==> config.mk <==
export PLATFORM = sky130hd
export DESIGN_NAME = dfc_freq_cmd
export DESIGN_NICKNAME = d
export VERILOG_FILES = /design/src/rtl/dfc_freq_cmd.v
export VERILOG_INCLUDE_DIRS = /design/src /design/src/rtl
export SDC_FILE = /design/constraint.sdc
export NUM_CORES = 2
export LEC_CHECK = 0
export CAP_MARGIN = 20
export CORE_UTILIZATION = 40
export DETAILED_ROUTE_END_ITERATION = 12
export DONT_BUFFER_PORTS = 1
export MAX_ROUTING_LAYER = met4
export PLACE_DENSITY = 0.65
export SLEW_MARGIN = 10
export SYNTH_ARGS = -nofsm -noshare
export SYNTH_HDL_FRONTEND = slang
export SYNTH_SLANG_ARGS = --single-unit
==> constraint.sdc <==
create_clock -name clk_i -period 11 [get_ports clk_i]
set_clock_uncertainty 0.05 [all_clocks]
set_input_delay 0.55 -clock clk_i [delete_from_list [all_inputs] [get_ports clk_i]]
set_output_delay 0.55 -clock clk_i [all_outputs]
set_load 0.01 [all_outputs]
==> src/rtl/dfc_consts.vh <==
`ifndef DFC_CONSTS_VH
`define DFC_CONSTS_VH
// Multi-function input setting codes.
`define DFC_FN_RAMP_HOLD   8'h0A
`define DFC_FN_UP          8'h10
`define DFC_FN_DOWN        8'h11
`define DFC_FN_FAULT_RST   8'h14
`define DFC_FN_PID_OFF     8'h19
`define DFC_FN_LOCKOUT     8'h1B
`define DFC_FN_TRIM_INC    8'h1C
`define DFC_FN_TRIM_DEC    8'h1D
`define DFC_FN_SAMPLE_HOLD 8'h1E
`define DFC_FN_JOG         8'h06
`define DFC_FN_NONE        8'h0F
// Selector values.
`define DFC_RUN_SRC_TERM   2'h1
`define DFC_HOLD_ON        1'h1
`define DFC_PERCENT_DIV    16'h0064
// Sample/hold time in milliseconds and clock rate in kHz.
`define DFC_SH_TIME_MS     100
`define DFC_CLK_KHZ        50000
`define DFC_SH_CYCLES      (`DFC_SH_TIME_MS * `DFC_CLK_KHZ)
// Ramp step prescale: one frequency step per this many cycles per unit of ramp time.
`define DFC_RAMP_PRESCALE  24'h00_0032
`define DFC_ZERO_FREQ      16'h0000
`define DFC_FREQ_STEP      16'h0001
`define DFC_FREQ_FULL      16'hFFFF
// Number of multi-function input pins.
`define DFC_N_PINS         6
`endif

==> src/rtl/dfc_freq_cmd.v <==
// Operation
// - Up accelerates, down decelerates, else hold
// - Flag error when up/down unpaired
// - Up/down acts only with terminal run source
// - Up/down uses normal ramp times
// - Clamp up/down between percentage limits
// - Analog reference raises effective lower limit
// - Run command ramps up to lower limit
// - Active jog overrides up/down
// - Up/down disables multi-step references
// - Hold selector stores frequency across power loss
// - Up/down while stopped erases stored frequency
// - Error on more than one exclusive function
// - Speed agree when running and steady
// - Fault reset clears only on rising edge
// - Fault reset refused while running
// - PID disable selects open loop
// - Lockout off blocks non-frequency writes
// - Trim adds or subtracts trim level
// - Trim only for analog reference
// - Trim subtraction clamps at zero
// - Sample analog after 100 ms on
// - Sample/hold covers every analog input
`timescale 1ns/1ps
`default_nettype none
`include "dfc_consts.vh"
module dfc_freq_cmd #(
  parameter [31:0] SH_CYCLES = `DFC_SH_CYCLES
) (
  // Clock and reset.
  input  wire        clk_i,
  input  wire        nrst_i,
  // Multi-function input pins and their function assignments.
  input  wire [5:0]  mfi_pin_i,
  input  wire [47:0] mfi_func_i,
  // Run control and settings.
  input  wire        run_cmd_i,
  input  wire [1:0]  run_source_selector_i,
  input  wire [15:0] maximum_frequency_setting_i,
  input  wire [7:0]  upper_limit_percent_i,
  input  wire [7:0]  lower_limit_percent_i,
  input  wire        hold_memory_selector_i,
  input  wire [15:0] trim_level_setting_i,
  input  wire [15:0] ramp_time_i,
  // Frequency references.
  input  wire        analog_ref_sel_i,
  input  wire [15:0] analog_ref_i,
  input  wire [15:0] aux_analog_i,
  input  wire [15:0] card_analog_i,
  input  wire [15:0] jog_freq_i,
  input  wire [15:0] ref_freq_i,
  // Non-volatile store.
  input  wire [15:0] nv_freq_i,
  input  wire        nv_valid_i,
  output reg         nv_write_o,
  output reg         nv_erase_o,
  output reg  [15:0] nv_freq_o,
  // Fault and parameter logic.
  input  wire        fault_i,
  output reg         fault_clear_o,
  input  wire        param_wr_req_i,
  input  wire        param_is_freq_i,
  output wire        param_wr_ok_o,
  // Status and results.
  output reg  [15:0] out_freq_o,
  output reg  [15:0] held_analog_o,
  output reg  [15:0] held_aux_o,
  output reg  [15:0] held_card_o,
  output reg         speed_agree_o,
  output wire        pid_enable_o,
  output wire        multistep_en_o,
  output wire        missing_pair_setting_error_o,
  output wire        conflicting_function_error_o
);

////////////////////////////////////////////////////////////////////////////////
// Input synchroniser: three stages per pin, a change counts when the last two agree.
// The filter costs one cycle of latency, but a single noisy sample never reaches the decode.
wire [5:0] pin_q;
genvar b;
generate
  for (b = 0; b < `DFC_N_PINS; b = b + 1) begin : g_sync
    reg s1_q;
    reg s2_q;
    reg s3_q;
    reg flt_q;
    always @(posedge clk_i or negedge nrst_i) begin
      if (!nrst_i) begin
        s1_q  <= 1'b0;
        s2_q  <= 1'b0;
        s3_q  <= 1'b0;
        flt_q <= 1'b0;
      end else begin
        s1_q <= mfi_pin_i[b];
        s2_q <= s1_q;
        s3_q <= s2_q;
        if (s2_q == s3_q)
          flt_q <= s2_q;
      end
    end
    assign pin_q[b] = flt_q;
  end
endgenerate

////////////////////////////////////////////////////////////////////////////////
// Function decode, one slice per input.
wire [5:0] is_up;
wire [5:0] is_dn;
wire [5:0] is_fr;
wire [5:0] is_pid;
wire [5:0] is_lock;
wire [5:0] is_ti;
wire [5:0] is_td;
wire [5:0] is_sh;
wire [5:0] is_rh;
wire [5:0] is_jog;
genvar g;
generate
  for (g = 0; g < `DFC_N_PINS; g = g + 1) begin : g_dec
    wire [7:0] f = mfi_func_i[g*8 +: 8];
    assign is_up[g]   = (f == `DFC_FN_UP);
    assign is_dn[g]   = (f == `DFC_FN_DOWN);
    assign is_fr[g]   = (f == `DFC_FN_FAULT_RST);
    assign is_pid[g]  = (f == `DFC_FN_PID_OFF);
    assign is_lock[g] = (f == `DFC_FN_LOCKOUT);
    assign is_ti[g]   = (f == `DFC_FN_TRIM_INC);
    assign is_td[g]   = (f == `DFC_FN_TRIM_DEC);
    assign is_sh[g]   = (f == `DFC_FN_SAMPLE_HOLD);
    assign is_rh[g]   = (f == `DFC_FN_RAMP_HOLD);
    assign is_jog[g]  = (f == `DFC_FN_JOG);
  end
endgenerate

wire has_up  = |is_up;
wire has_dn  = |is_dn;
wire has_ud  = has_up & has_dn;
wire has_tr  = |(is_ti | is_td);
wire has_sh  = |is_sh;
wire has_rh  = |is_rh;
wire up_on   = |(is_up & pin_q);
wire dn_on   = |(is_dn & pin_q);
wire jog_on  = |(is_jog & pin_q);
wire fr_on   = |(is_fr & pin_q);
wire ti_on   = |(is_ti & pin_q);
wire td_on   = |(is_td & pin_q);
wire sh_on   = |(is_sh & pin_q);
wire lock_on = |(is_lock & pin_q);
wire pid_off = |(is_pid & pin_q);

assign missing_pair_setting_error_o = has_up ^ has_dn;
wire [2:0] excl_cnt = {2'b00, has_rh} + {2'b00, (has_up | has_dn)} + {2'b00, has_tr} + {2'b00, has_sh};
assign conflicting_function_error_o = (excl_cnt > 3'h1);
wire cfg_ok = ~missing_pair_setting_error_o & ~conflicting_function_error_o;

assign multistep_en_o = ~has_ud;
assign pid_enable_o   = ~pid_off;
// Frequency changes stay writable even in lockout so the operator can still steer speed.
assign param_wr_ok_o  = param_wr_req_i & (lock_on | param_is_freq_i);

////////////////////////////////////////////////////////////////////////////////
// Limits.
wire [23:0] up_prod = maximum_frequency_setting_i * upper_limit_percent_i;
wire [23:0] lo_prod = maximum_frequency_setting_i * lower_limit_percent_i;
wire [23:0] up_quo  = up_prod / {8'h00, `DFC_PERCENT_DIV};
wire [23:0] lo_quo  = lo_prod / {8'h00, `DFC_PERCENT_DIV};
// Percentages above one hundred can overflow the frequency width; settings must stay within it.
wire [15:0] up_lim  = up_quo[15:0];
wire [15:0] lo_cfg  = lo_quo[15:0];
wire [15:0] lo_lim  = (analog_ref_sel_i && analog_ref_i > lo_cfg) ? analog_ref_i : lo_cfg;

////////////////////////////////////////////////////////////////////////////////
// Ramp tick: the step interval follows the normal ramp time setting.
reg  [23:0] tick_cnt_q;
wire [23:0] tick_top = ramp_time_i * `DFC_RAMP_PRESCALE;
wire        tick     = (tick_cnt_q >= tick_top);
always @(posedge clk_i or negedge nrst_i) begin
  if (!nrst_i)
    tick_cnt_q <= 24'h00_0000;
  else if (tick)
    tick_cnt_q <= 24'h00_0000;
  else
    tick_cnt_q <= tick_cnt_q + 24'h00_0001;
end

////////////////////////////////////////////////////////////////////////////////
// Up/down target and output ramp.
wire ud_act = has_ud & cfg_ok & (run_source_selector_i == `DFC_RUN_SRC_TERM);
reg  [15:0] ud_q;
reg  [15:0] freq_q;
reg         run_q;
reg         ud_in_q;
wire        run_rise = run_cmd_i & ~run_q;

wire [15:0] trim_add = (ref_freq_i > `DFC_FREQ_FULL - trim_level_setting_i) ? `DFC_FREQ_FULL
                       : ref_freq_i + trim_level_setting_i;
wire [15:0] trim_sub = (ref_freq_i < trim_level_setting_i) ? `DFC_ZERO_FREQ
                       : ref_freq_i - trim_level_setting_i;
reg  [15:0] base_ref;
always @* begin
  base_ref = ref_freq_i;
  if (has_tr && analog_ref_sel_i && ti_on && !td_on)
    base_ref = trim_add;
  else if (has_tr && analog_ref_sel_i && td_on && !ti_on)
    base_ref = trim_sub;
end

wire [15:0] target = !run_cmd_i ? `DFC_ZERO_FREQ :
                     jog_on     ? jog_freq_i :
                     ud_act     ? ud_q : base_ref;
wire accel = run_cmd_i && (freq_q < target);
wire decel = freq_q > target;
// The erase acts once per press, so a held button does not keep rewriting the store.
wire ud_edge = ud_act && !run_cmd_i && (up_on || dn_on) && !ud_in_q;
// A run start takes priority over a step in the same cycle.
wire ud_step = ud_act && run_cmd_i && !run_rise && !jog_on && tick;

////////////////////////////////////////////////////////////////////////////////
// Up/down target register.
always @(posedge clk_i or negedge nrst_i) begin
  if (!nrst_i) begin
    run_q <= 1'b0;
    ud_q  <= `DFC_ZERO_FREQ;
  end else begin
    run_q <= run_cmd_i;
    if (ud_edge) begin
      ud_q <= lo_lim;
    end else if (ud_act && run_rise) begin
      if (hold_memory_selector_i == `DFC_HOLD_ON && nv_valid_i && nv_freq_i > lo_lim)
        ud_q <= (nv_freq_i > up_lim) ? up_lim : nv_freq_i;
      else
        ud_q <= lo_lim;
    end else if (ud_step) begin
      if (up_on && !dn_on && ud_q < up_lim)
        ud_q <= ud_q + `DFC_FREQ_STEP;
      else if (dn_on && !up_on && ud_q > lo_lim)
        ud_q <= ud_q - `DFC_FREQ_STEP;
      else if (ud_q > up_lim)
        ud_q <= up_lim;
      else if (ud_q < lo_lim)
        ud_q <= lo_lim;
    end
  end
end

////////////////////////////////////////////////////////////////////////////////
// Non-volatile store requests.
always @(posedge clk_i or negedge nrst_i) begin
  if (!nrst_i) begin
    ud_in_q    <= 1'b0;
    nv_write_o <= 1'b0;
    nv_erase_o <= 1'b0;
    nv_freq_o  <= `DFC_ZERO_FREQ;
  end else begin
    ud_in_q    <= up_on | dn_on;
    nv_erase_o <= ud_edge;
    nv_write_o <= 1'b0;
    // Only a settled value is written, which keeps wear on the store low while stepping.
    if (ud_step && up_on == dn_on && ud_q != nv_freq_o && hold_memory_selector_i == `DFC_HOLD_ON) begin
      nv_write_o <= 1'b1;
      nv_freq_o  <= ud_q;
    end
  end
end

////////////////////////////////////////////////////////////////////////////////
// Output ramp: one step per tick toward the target.
always @(posedge clk_i or negedge nrst_i) begin
  if (!nrst_i) begin
    freq_q        <= `DFC_ZERO_FREQ;
    out_freq_o    <= `DFC_ZERO_FREQ;
    speed_agree_o <= 1'b0;
  end else begin
    if (tick && accel)
      freq_q <= freq_q + `DFC_FREQ_STEP;
    else if (tick && decel)
      freq_q <= freq_q - `DFC_FREQ_STEP;
    out_freq_o    <= freq_q;
    speed_agree_o <= run_cmd_i && !accel && !decel;
  end
end

////////////////////////////////////////////////////////////////////////////////
// Fault reset on a rising edge, refused while running.
reg fr_q;
always @(posedge clk_i or negedge nrst_i) begin
  if (!nrst_i) begin
    fr_q          <= 1'b0;
    fault_clear_o <= 1'b0;
  end else begin
    fr_q          <= fr_on;
    fault_clear_o <= fr_on && !fr_q && fault_i && !run_cmd_i;
  end
end

////////////////////////////////////////////////////////////////////////////////
// Sample/hold: all analog channels captured once the input has stood for the full time.
reg [31:0] sh_cnt_q;
always @(posedge clk_i or negedge nrst_i) begin
  if (!nrst_i) begin
    sh_cnt_q      <= 32'h0000_0000;
    held_analog_o <= `DFC_ZERO_FREQ;
    held_aux_o    <= `DFC_ZERO_FREQ;
    held_card_o   <= `DFC_ZERO_FREQ;
  end else if (!sh_on || !has_sh) begin
    sh_cnt_q <= 32'h0000_0000;
  end else if (sh_cnt_q < SH_CYCLES) begin
    sh_cnt_q <= sh_cnt_q + 32'h0000_0001;
    if (sh_cnt_q == SH_CYCLES - 32'h0000_0001) begin
      held_analog_o <= analog_ref_i;
      held_aux_o    <= aux_analog_i;
      held_card_o   <= card_analog_i;
    end
  end
end

endmodule
`default_nettype wire

# Word-level counts from Yosys, hierarchy flattened
# Index checks and enable logic that the tools add are counted.
# word_totals
output_inout_bits	89
regBits	199
word_cells	256
input_bits	225
# op_classes
order_cmp	14
div_mod_pow	2
n_reduce_logical	66
mul	3
eq_ne	70
n_mux	23
bitwise	26
addsub	12
# op_table
operator	count
8-bit by 5-bit == test with 1-bit output, second input constant	48
16-bit two-way mux	19
16-bit greater-than comparator	7
6-bit OR reduction	14
16-bit less-than comparator	4
32-bit two-way mux	2
6-bit AND	9
24-bit by 7-bit divider with 24-bit output, second input constant	2
8-bit by 3-bit == test with 1-bit output, second input constant	6
8-bit by 4-bit == test with 1-bit output, second input constant	6
16-bit by 8-bit multiplier with 24-bit output	2
16-bit by 1-bit adder with 16-bit output, second input constant	2
32-bit by 1-bit adder with 32-bit output, second input constant	1
32-bit by 23-bit == test with 1-bit output, second input constant	1
32-bit by 23-bit less-than comparator with 1-bit output, second input constant	1
16-bit by 1-bit subtractor with 16-bit output, second input constant	2
1-bit logical AND	31
24-bit by 1-bit adder with 24-bit output, second input constant	1
24-bit by 22-bit greater-or-equal comparator with 1-bit output	1
24-bit two-way mux	1
16-bit by 5-bit multiplier with 21-bit output, second input constant	1
16-bit adder	1
16-bit inequality test	1
16-bit subtractor	1
20 further kinds	52

# Logic depth before layout (Yosys ltp)
# depth
depth_word	19
ltp_mapped	94
depth_no_buf	86

# Least setup slack after synthesis
# OpenSTA, ideal clock, no wires.
# synth_timing
path_kind	input port to flip-flop
startpoint	input maximum_frequency_setting_i[10]
endpoint	register ud_q[0]
t_required_ns	10.862
t_arrival_ns	19.492
slack_ns	-8.630
setup_time_ns	0.088
path_buffers	4
path_stages	87
cell_sequence	clkbuf_1 > nand2_1 > fa_1 > inv_1 > fa_1 > fa_1 > inv_1 > fa_1 > inv_1 > ha_1 > a21o_1 > o21bai_1 > a221o_1 > or4_1 > nand2_1 > a21oi_1 > o32a_4 > a311oi_4 > [51 not listed] > a21o_1 > a21oi_1 > nor2b_1 > o21ai_0 > nand2b_1 > a21oi_1 > nor2b_1 > o21ai_0 > nand2b_1 > a211oi_1 > nand2_1 > nor3_1 > a2111oi_4 > or2_1 > nand2_1 > nand3_1 > a221o_1 > a41oi_1
# synth_via
elab_chain_cells	12
elab_cells_between_ends	27
cone_classes	2 x mul; 2 x div; 7 x order compare; 10 x mux; 6 x reduce/logical
# synth_rtl
element	line_no	rtl
from (decl)	dfc_freq_cmd.v:39	input wire [15:0] maximum_frequency_setting_i,
16-bit by 8-bit multiplier with 24-bit output	dfc_freq_cmd.v:163	wire [23:0] lo_prod = maximum_frequency_setting_i * lower_limit_percent_i;
24-bit by 7-bit divider with 24-bit output	dfc_freq_cmd.v:165	wire [23:0] lo_quo = lo_prod / {8'h00, `DFC_PERCENT_DIV};
16-bit greater-than comparator	dfc_freq_cmd.v:169	wire [15:0] lo_lim = (analog_ref_sel_i && analog_ref_i > lo_cfg) ? analog_ref_i : lo_cfg;
1-bit logical AND	dfc_freq_cmd.v:169	
16-bit two-way mux	dfc_freq_cmd.v:169	
16-bit greater-than comparator / 16-bit two-way mux (equally long branches)	dfc_freq_cmd.v:235, dfc_freq_cmd.v:239	
1-bit logical AND / 16-bit two-way mux (equally long branches)	dfc_freq_cmd.v:235, dfc_freq_cmd.v:237	
16-bit two-way mux	dfc_freq_cmd.v:235	else if (dn_on && !up_on && ud_q > lo_lim)
16-bit two-way mux	dfc_freq_cmd.v:233	if (up_on && !dn_on && ud_q < up_lim)
16-bit two-way mux	dfc_freq_cmd.v:232	end else if (ud_step) begin
16-bit two-way mux	dfc_freq_cmd.v:227	end else if (ud_act && run_rise) begin
16-bit two-way mux	dfc_freq_cmd.v:225	if (ud_edge) begin
to (signal assigned)	dfc_freq_cmd.v:226	ud_q <= lo_lim;
to (signal assigned)	dfc_freq_cmd.v:229	ud_q <= (nv_freq_i > up_lim) ? up_lim : nv_freq_i;
to (signal assigned)	dfc_freq_cmd.v:234	ud_q <= ud_q + `DFC_FREQ_STEP;
to (decl)	dfc_freq_cmd.v:188	reg [15:0] ud_q;
# Parallel ways exist; a longest one is shown, timed or not. The select of a mux whose other input is x is not followed.
# A chain may end at the register's enable or synchronous reset.

# Final worst setup path
# layout_timing
startpoint	input lower_limit_percent_i[7]
endpoint	register ud_q[0]
# layout_via
elab_chain_cells	12
elab_cells_between_ends	20
cone_classes	1 x mul; 1 x div; 4 x order compare; 9 x mux; 5 x reduce/logical
# layout_rtl
element	line_no	rtl
from (decl)	dfc_freq_cmd.v:41	input wire [7:0] lower_limit_percent_i,
16-bit by 8-bit multiplier with 24-bit output *	dfc_freq_cmd.v:163	
24-bit by 7-bit divider with 24-bit output *	dfc_freq_cmd.v:165	
16-bit greater-than comparator	dfc_freq_cmd.v:169	
1-bit logical AND	dfc_freq_cmd.v:169	
16-bit two-way mux *	dfc_freq_cmd.v:169	
16-bit greater-than comparator / 16-bit two-way mux (equally long branches)	dfc_freq_cmd.v:235, dfc_freq_cmd.v:239	
1-bit logical AND / 16-bit two-way mux (equally long branches)	dfc_freq_cmd.v:235, dfc_freq_cmd.v:237	
16-bit two-way mux	dfc_freq_cmd.v:235	
16-bit two-way mux	dfc_freq_cmd.v:233	
16-bit two-way mux	dfc_freq_cmd.v:232	
16-bit two-way mux	dfc_freq_cmd.v:227	
16-bit two-way mux	dfc_freq_cmd.v:225	
# Every way passes the cells marked *; elsewhere a longest branch is shown, timed or not. The select of a mux whose other input is x is not followed.

==> run metrics <==
async set-or-reset flop fraction in the synthesized netlist=100%; # port buffers=0; Rows=106; CTS tree=done; critical path endpoint category=flip-flop; Core ar.=about 0.084 mm^2; Fin. Hold Viols=5; Reg clk slew, reported paths=approximately 0.080 ns; # fillers=around 7600; worst path arrival time=~19 ns; initial antenna violation count=3; Num Clock Sinks=just under 200; synthesized area per cell=7.99 um^2; failing checks=negative hold slack, negative setup slack; Mapped Cells=roughly 4200; kind of critical path=in -> reg; total track usage=a little over a quarter; total number of vias=between 30000 and 40000; Iter 0 DRT Violations=2348; CP max-delay cell=fa_1; Min-Delay Path Class=in -> async; first-pass GRT wire length=181000 um; most used cell along the critical path=buf_4; outcome=finished with violations; register area share after synthesis=between 10 and 15%; P&R area growth vs syn=34.0%; mapped cell area=0.0337 mm^2; number of synthesized flops with an enable pin=0; number of global-route vias before repair=around 35000; Simple-Gate Fraction of Synth Area=between 20% and 30%; router iterations before antenna repair=6; Via density=approximately 5.7; Final #Nets=between 5000 and 6000; Worst Path Required=approximately 11 ns; remaining global-route overflow=0; Critical Path Fanout Max=16; Max-slew headroom=18.4%; Die Ht=between 200 and 300 um; min cycle time layout=18.28 ns; post-synthesis mux area share=roughly 4.2%; Die Area=~0.085 mm^2; GP Congestion=roughly 1; proportion of layout cells with a drive suffix above 1=between 30% and 40%; Synth Warn #=0; Final ANT Viol Nets=0; met3 Resource Use GR=approximately 4.7%; Max-Cap Viols=0; grt met2 use=between 40% and 50%; Main synth FF type=dfrtp_1; Setup WS post-layout=-7.28 ns; DRT Wirelength=114000 um; DP HPWL=a little under 90000 um; # setup viols final=16; Die Wd=292 um; most used routing layer=met2; RSZ-0062 raised after global routing=true; met1 Usage GRT=approximately a third; Synth Area in Adders=a little under a quarter; crit start category=input port; fin crit share=166%; Worst Hold Margin=-0.0177 ns; initial core utilization=approximately two fifths; CTS Buffer Depth=2; combinational family with the most area after synthesis=compound AO/OA/AOI/OAI gates; Mapped Nets=between 4000 and 5000; DRC viols=0; CTS buffer count=17; Worst path max stage delay=between 0.5 and 0.6 ns; Unique masters post-synth=132; I/O pins=about 310; XOR/XNOR Fraction of Synth Area=5.17%; H-tree levels=4; clk root buf=clkbuf_16; #FFs+latches synth=~200; compound-cell area share of the yosys netlist=approximately a quarter; Worst Tran Pin Value=between 1 and 1.5 ns; clk_lat worst skew=about 0.45 ns; Peak Freq=54.7 MHz; Final Max Slew Viols=0; WL/cell=between 15 and 20 um; largest net degree at the start of global routing=200
-- layer usage --
layer,wire (um),part of all wire (%),up-vias
li1,-,-,17000
met1,48600,43,17100
met2,54200,48,1062
met3,7410,6.5,246
met4,3620,3.2,0
met5,0,0,-
-- worst max-delay path, delay by kind of cell --
family          cells  cell delay, ns
compound gates     40            8.59
xor+xnor            2            0.33
fa+ha+maj           8            3.07
buf+inv            18            2.23
mux                 2            0.36
simple gates       24            3.41
-- cells in the mapped netlist, types with 13 or more instances --
cell type | count | share of area, %
nor2b_1 | 56 | 1.0
nand3_1 | 97 | 1.4
and3_1 | 50 | 0.93
a31oi_1 | 57 | 1.1
o21ai_0 | 146 | 2.2
nor2_1 | 318 | 3.5
xor2_1 | 80 | 2.1
or3_1 | 28 | 0.52
or2_2 | 13 | 0.24
o31ai_1 | 31 | 0.69
a22oi_1 | 21 | 0.47
nor3_1 | 104 | 1.5
a21oi_1 | 274 | 4.1
o221ai_1 | 18 | 0.47
a221oi_1 | 22 | 0.57
o21a_1 | 36 | 0.80
nor3b_1 | 13 | 0.29
and2_1 | 172 | 3.2
ha_1 | 309 | 11
mux2i_1 | 45 | 1.3
o211a_1 | 14 | 0.42
buf_2 | 24 | 0.36
inv_1 | 371 | 4.1
mux2_2 | 77 | 2.6
a211oi_1 | 51 | 1.1
o21bai_1 | 41 | 0.91
a211o_1 | 14 | 0.36
nand2b_1 | 46 | 0.85
o311ai_0 | 21 | 0.55
maj3_1 | 13 | 0.39
fa_1 | 183 | 11
a21o_1 | 73 | 1.6
or4_1 | 13 | 0.29
nand4_1 | 64 | 1.2
nor4_1 | 37 | 0.69
xnor2_1 | 106 | 2.8
dfrtp_1 | 199 | 15
o22ai_1 | 39 | 0.72
nand2_1 | 409 | 4.6
o2111ai_1 | 19 | 0.49
o211ai_1 | 62 | 1.4
o21ai_1 | 19 | 0.28
clkbuf_1 | 127 | 1.4
-- per-stage QoR --
stage	instance area, um^2	cells	util [%]	setup TNS [ns]	setup slack [ns]
after floorplan	34300	4222	-	-112.59	-7.19
after global placement	41400	5999	49.6	-122.69	-7.77
after detailed placement	41400	5999	49.6	-125.84	-7.96
after CTS	44000	6116	52.7	-105.47	-6.67
after global routing	45200	6156	54.1	-128.24	-8.08
final	45200	6156	54.1	-114.89	-7.28
-- registers in the layout, summed over array words and instances (netlist names) --
name	cells
nv_erase_o	1
g_sync.s3_q	6
g_sync.s1_q	6
ud_q	16
tick_cnt_q	24
speed_agree_o	1
sh_cnt_q	32
nv_freq_o	16
freq_q	16
g_sync.s2_q	6
held_analog_o	16
ud_in_q	1
fr_q	1
held_aux_o	16
nv_write_o	1
fault_clear_o	1
held_card_o	16
run_q	1
g_sync.flt_q	6
out_freq_o	16
-- cells by family after synthesis --
logic type | count (synthesis)
flip-flops | 199
AND/OR/NAND/NOR | 1484
adder cells (fa/ha/maj) | 505
AO/OA/AOI/OAI | 1169
buffers and inverters | 543
other | 1
XOR/XNOR | 193
multiplexers | 128
-- final timing paths --
kind | from | endpoint | slack [ns] | cells after the start
max in group asynchronous | nrst_i | g_sync[0].flt_q$_DFFE_PN0N_ | 9.90 | 1
hold / removal | nrst_i | nv_freq_o[11]$_DFFE_PN0P_ | -0.02 | 1
setup reg to reg | g_sync[0].flt_q$_DFFE_PN0N_ | freq_q[15]$_DFFE_PN0P_ | 2.13 | 45
setup / recovery | lower_limit_percent_i[7] | ud_q[0]$_DFFE_PN0P_ | -7.28 | 94
hold reg to reg | g_sync[1].s1_q$_DFF_PN0_ | g_sync[1].s2_q$_DFF_PN0_ | 0.30 | 0
min in group clk_i | mfi_pin_i[3] | g_sync[3].s1_q$_DFF_PN0_ | 0.07 | 0
-- what timing repair did --
action | in CTS | in global routing
endpoints found under the hold margin | 199 | 0
setup endpoints to repair | 16 | 16
pin swaps | 102 | 104
buffers inserted | 80 | 41
gates cloned | 5 | 0
hold buffers | 1 | 0
resized for setup | 260 | 178
-- placed cells by master, fill, tap and decap left out, types with 41 or more instances in the layout --
| master | count |
|---|---|
| nand3_1 | 88 |
| a21oi_1 | 242 |
| fa_1 | 181 |
| a21o_1 | 71 |
| o21ai_0 | 120 |
| and3_1 | 44 |
| xor2_1 | 77 |
| o21bai_1 | 41 |
| xnor2_1 | 101 |
| mux2_2 | 75 |
| nand2_1 | 394 |
| nand2b_1 | 45 |
| nor3_1 | 86 |
| nor2b_1 | 56 |
| nor2_1 | 294 |
| and2_1 | 160 |
| ha_1 | 294 |
| a31oi_1 | 50 |
| buf_4 | 925 |
| nand4_1 | 64 |
| buf_6 | 47 |
| inv_1 | 364 |
| dfrtp_1 | 199 |
| o211ai_1 | 62 |
-- layout make-up --
| cell class | instances | area [um^2] | area share, % |
|---|---|---|---|
| Antenna cell | 3 | 7.51 | 0.0166 |
| Clock buffer | 18 | 429 | 0.950 |
| Clock inverter | 14 | 164 | 0.363 |
| Inverter | 378 | 1420 | 3.15 |
| Multi-Input combinational cell | 3480 | 29100 | 64.5 |
| Sequential cell | 199 | 4980 | 11.0 |
| Tap cell | 1080 | 1350 | 2.99 |
| Timing Repair Buffer | 984 | 7700 | 17.0 |
Power is not shown: default switching activity piles up to over one toggle a cycle in this logic, so the estimate is an artifact.
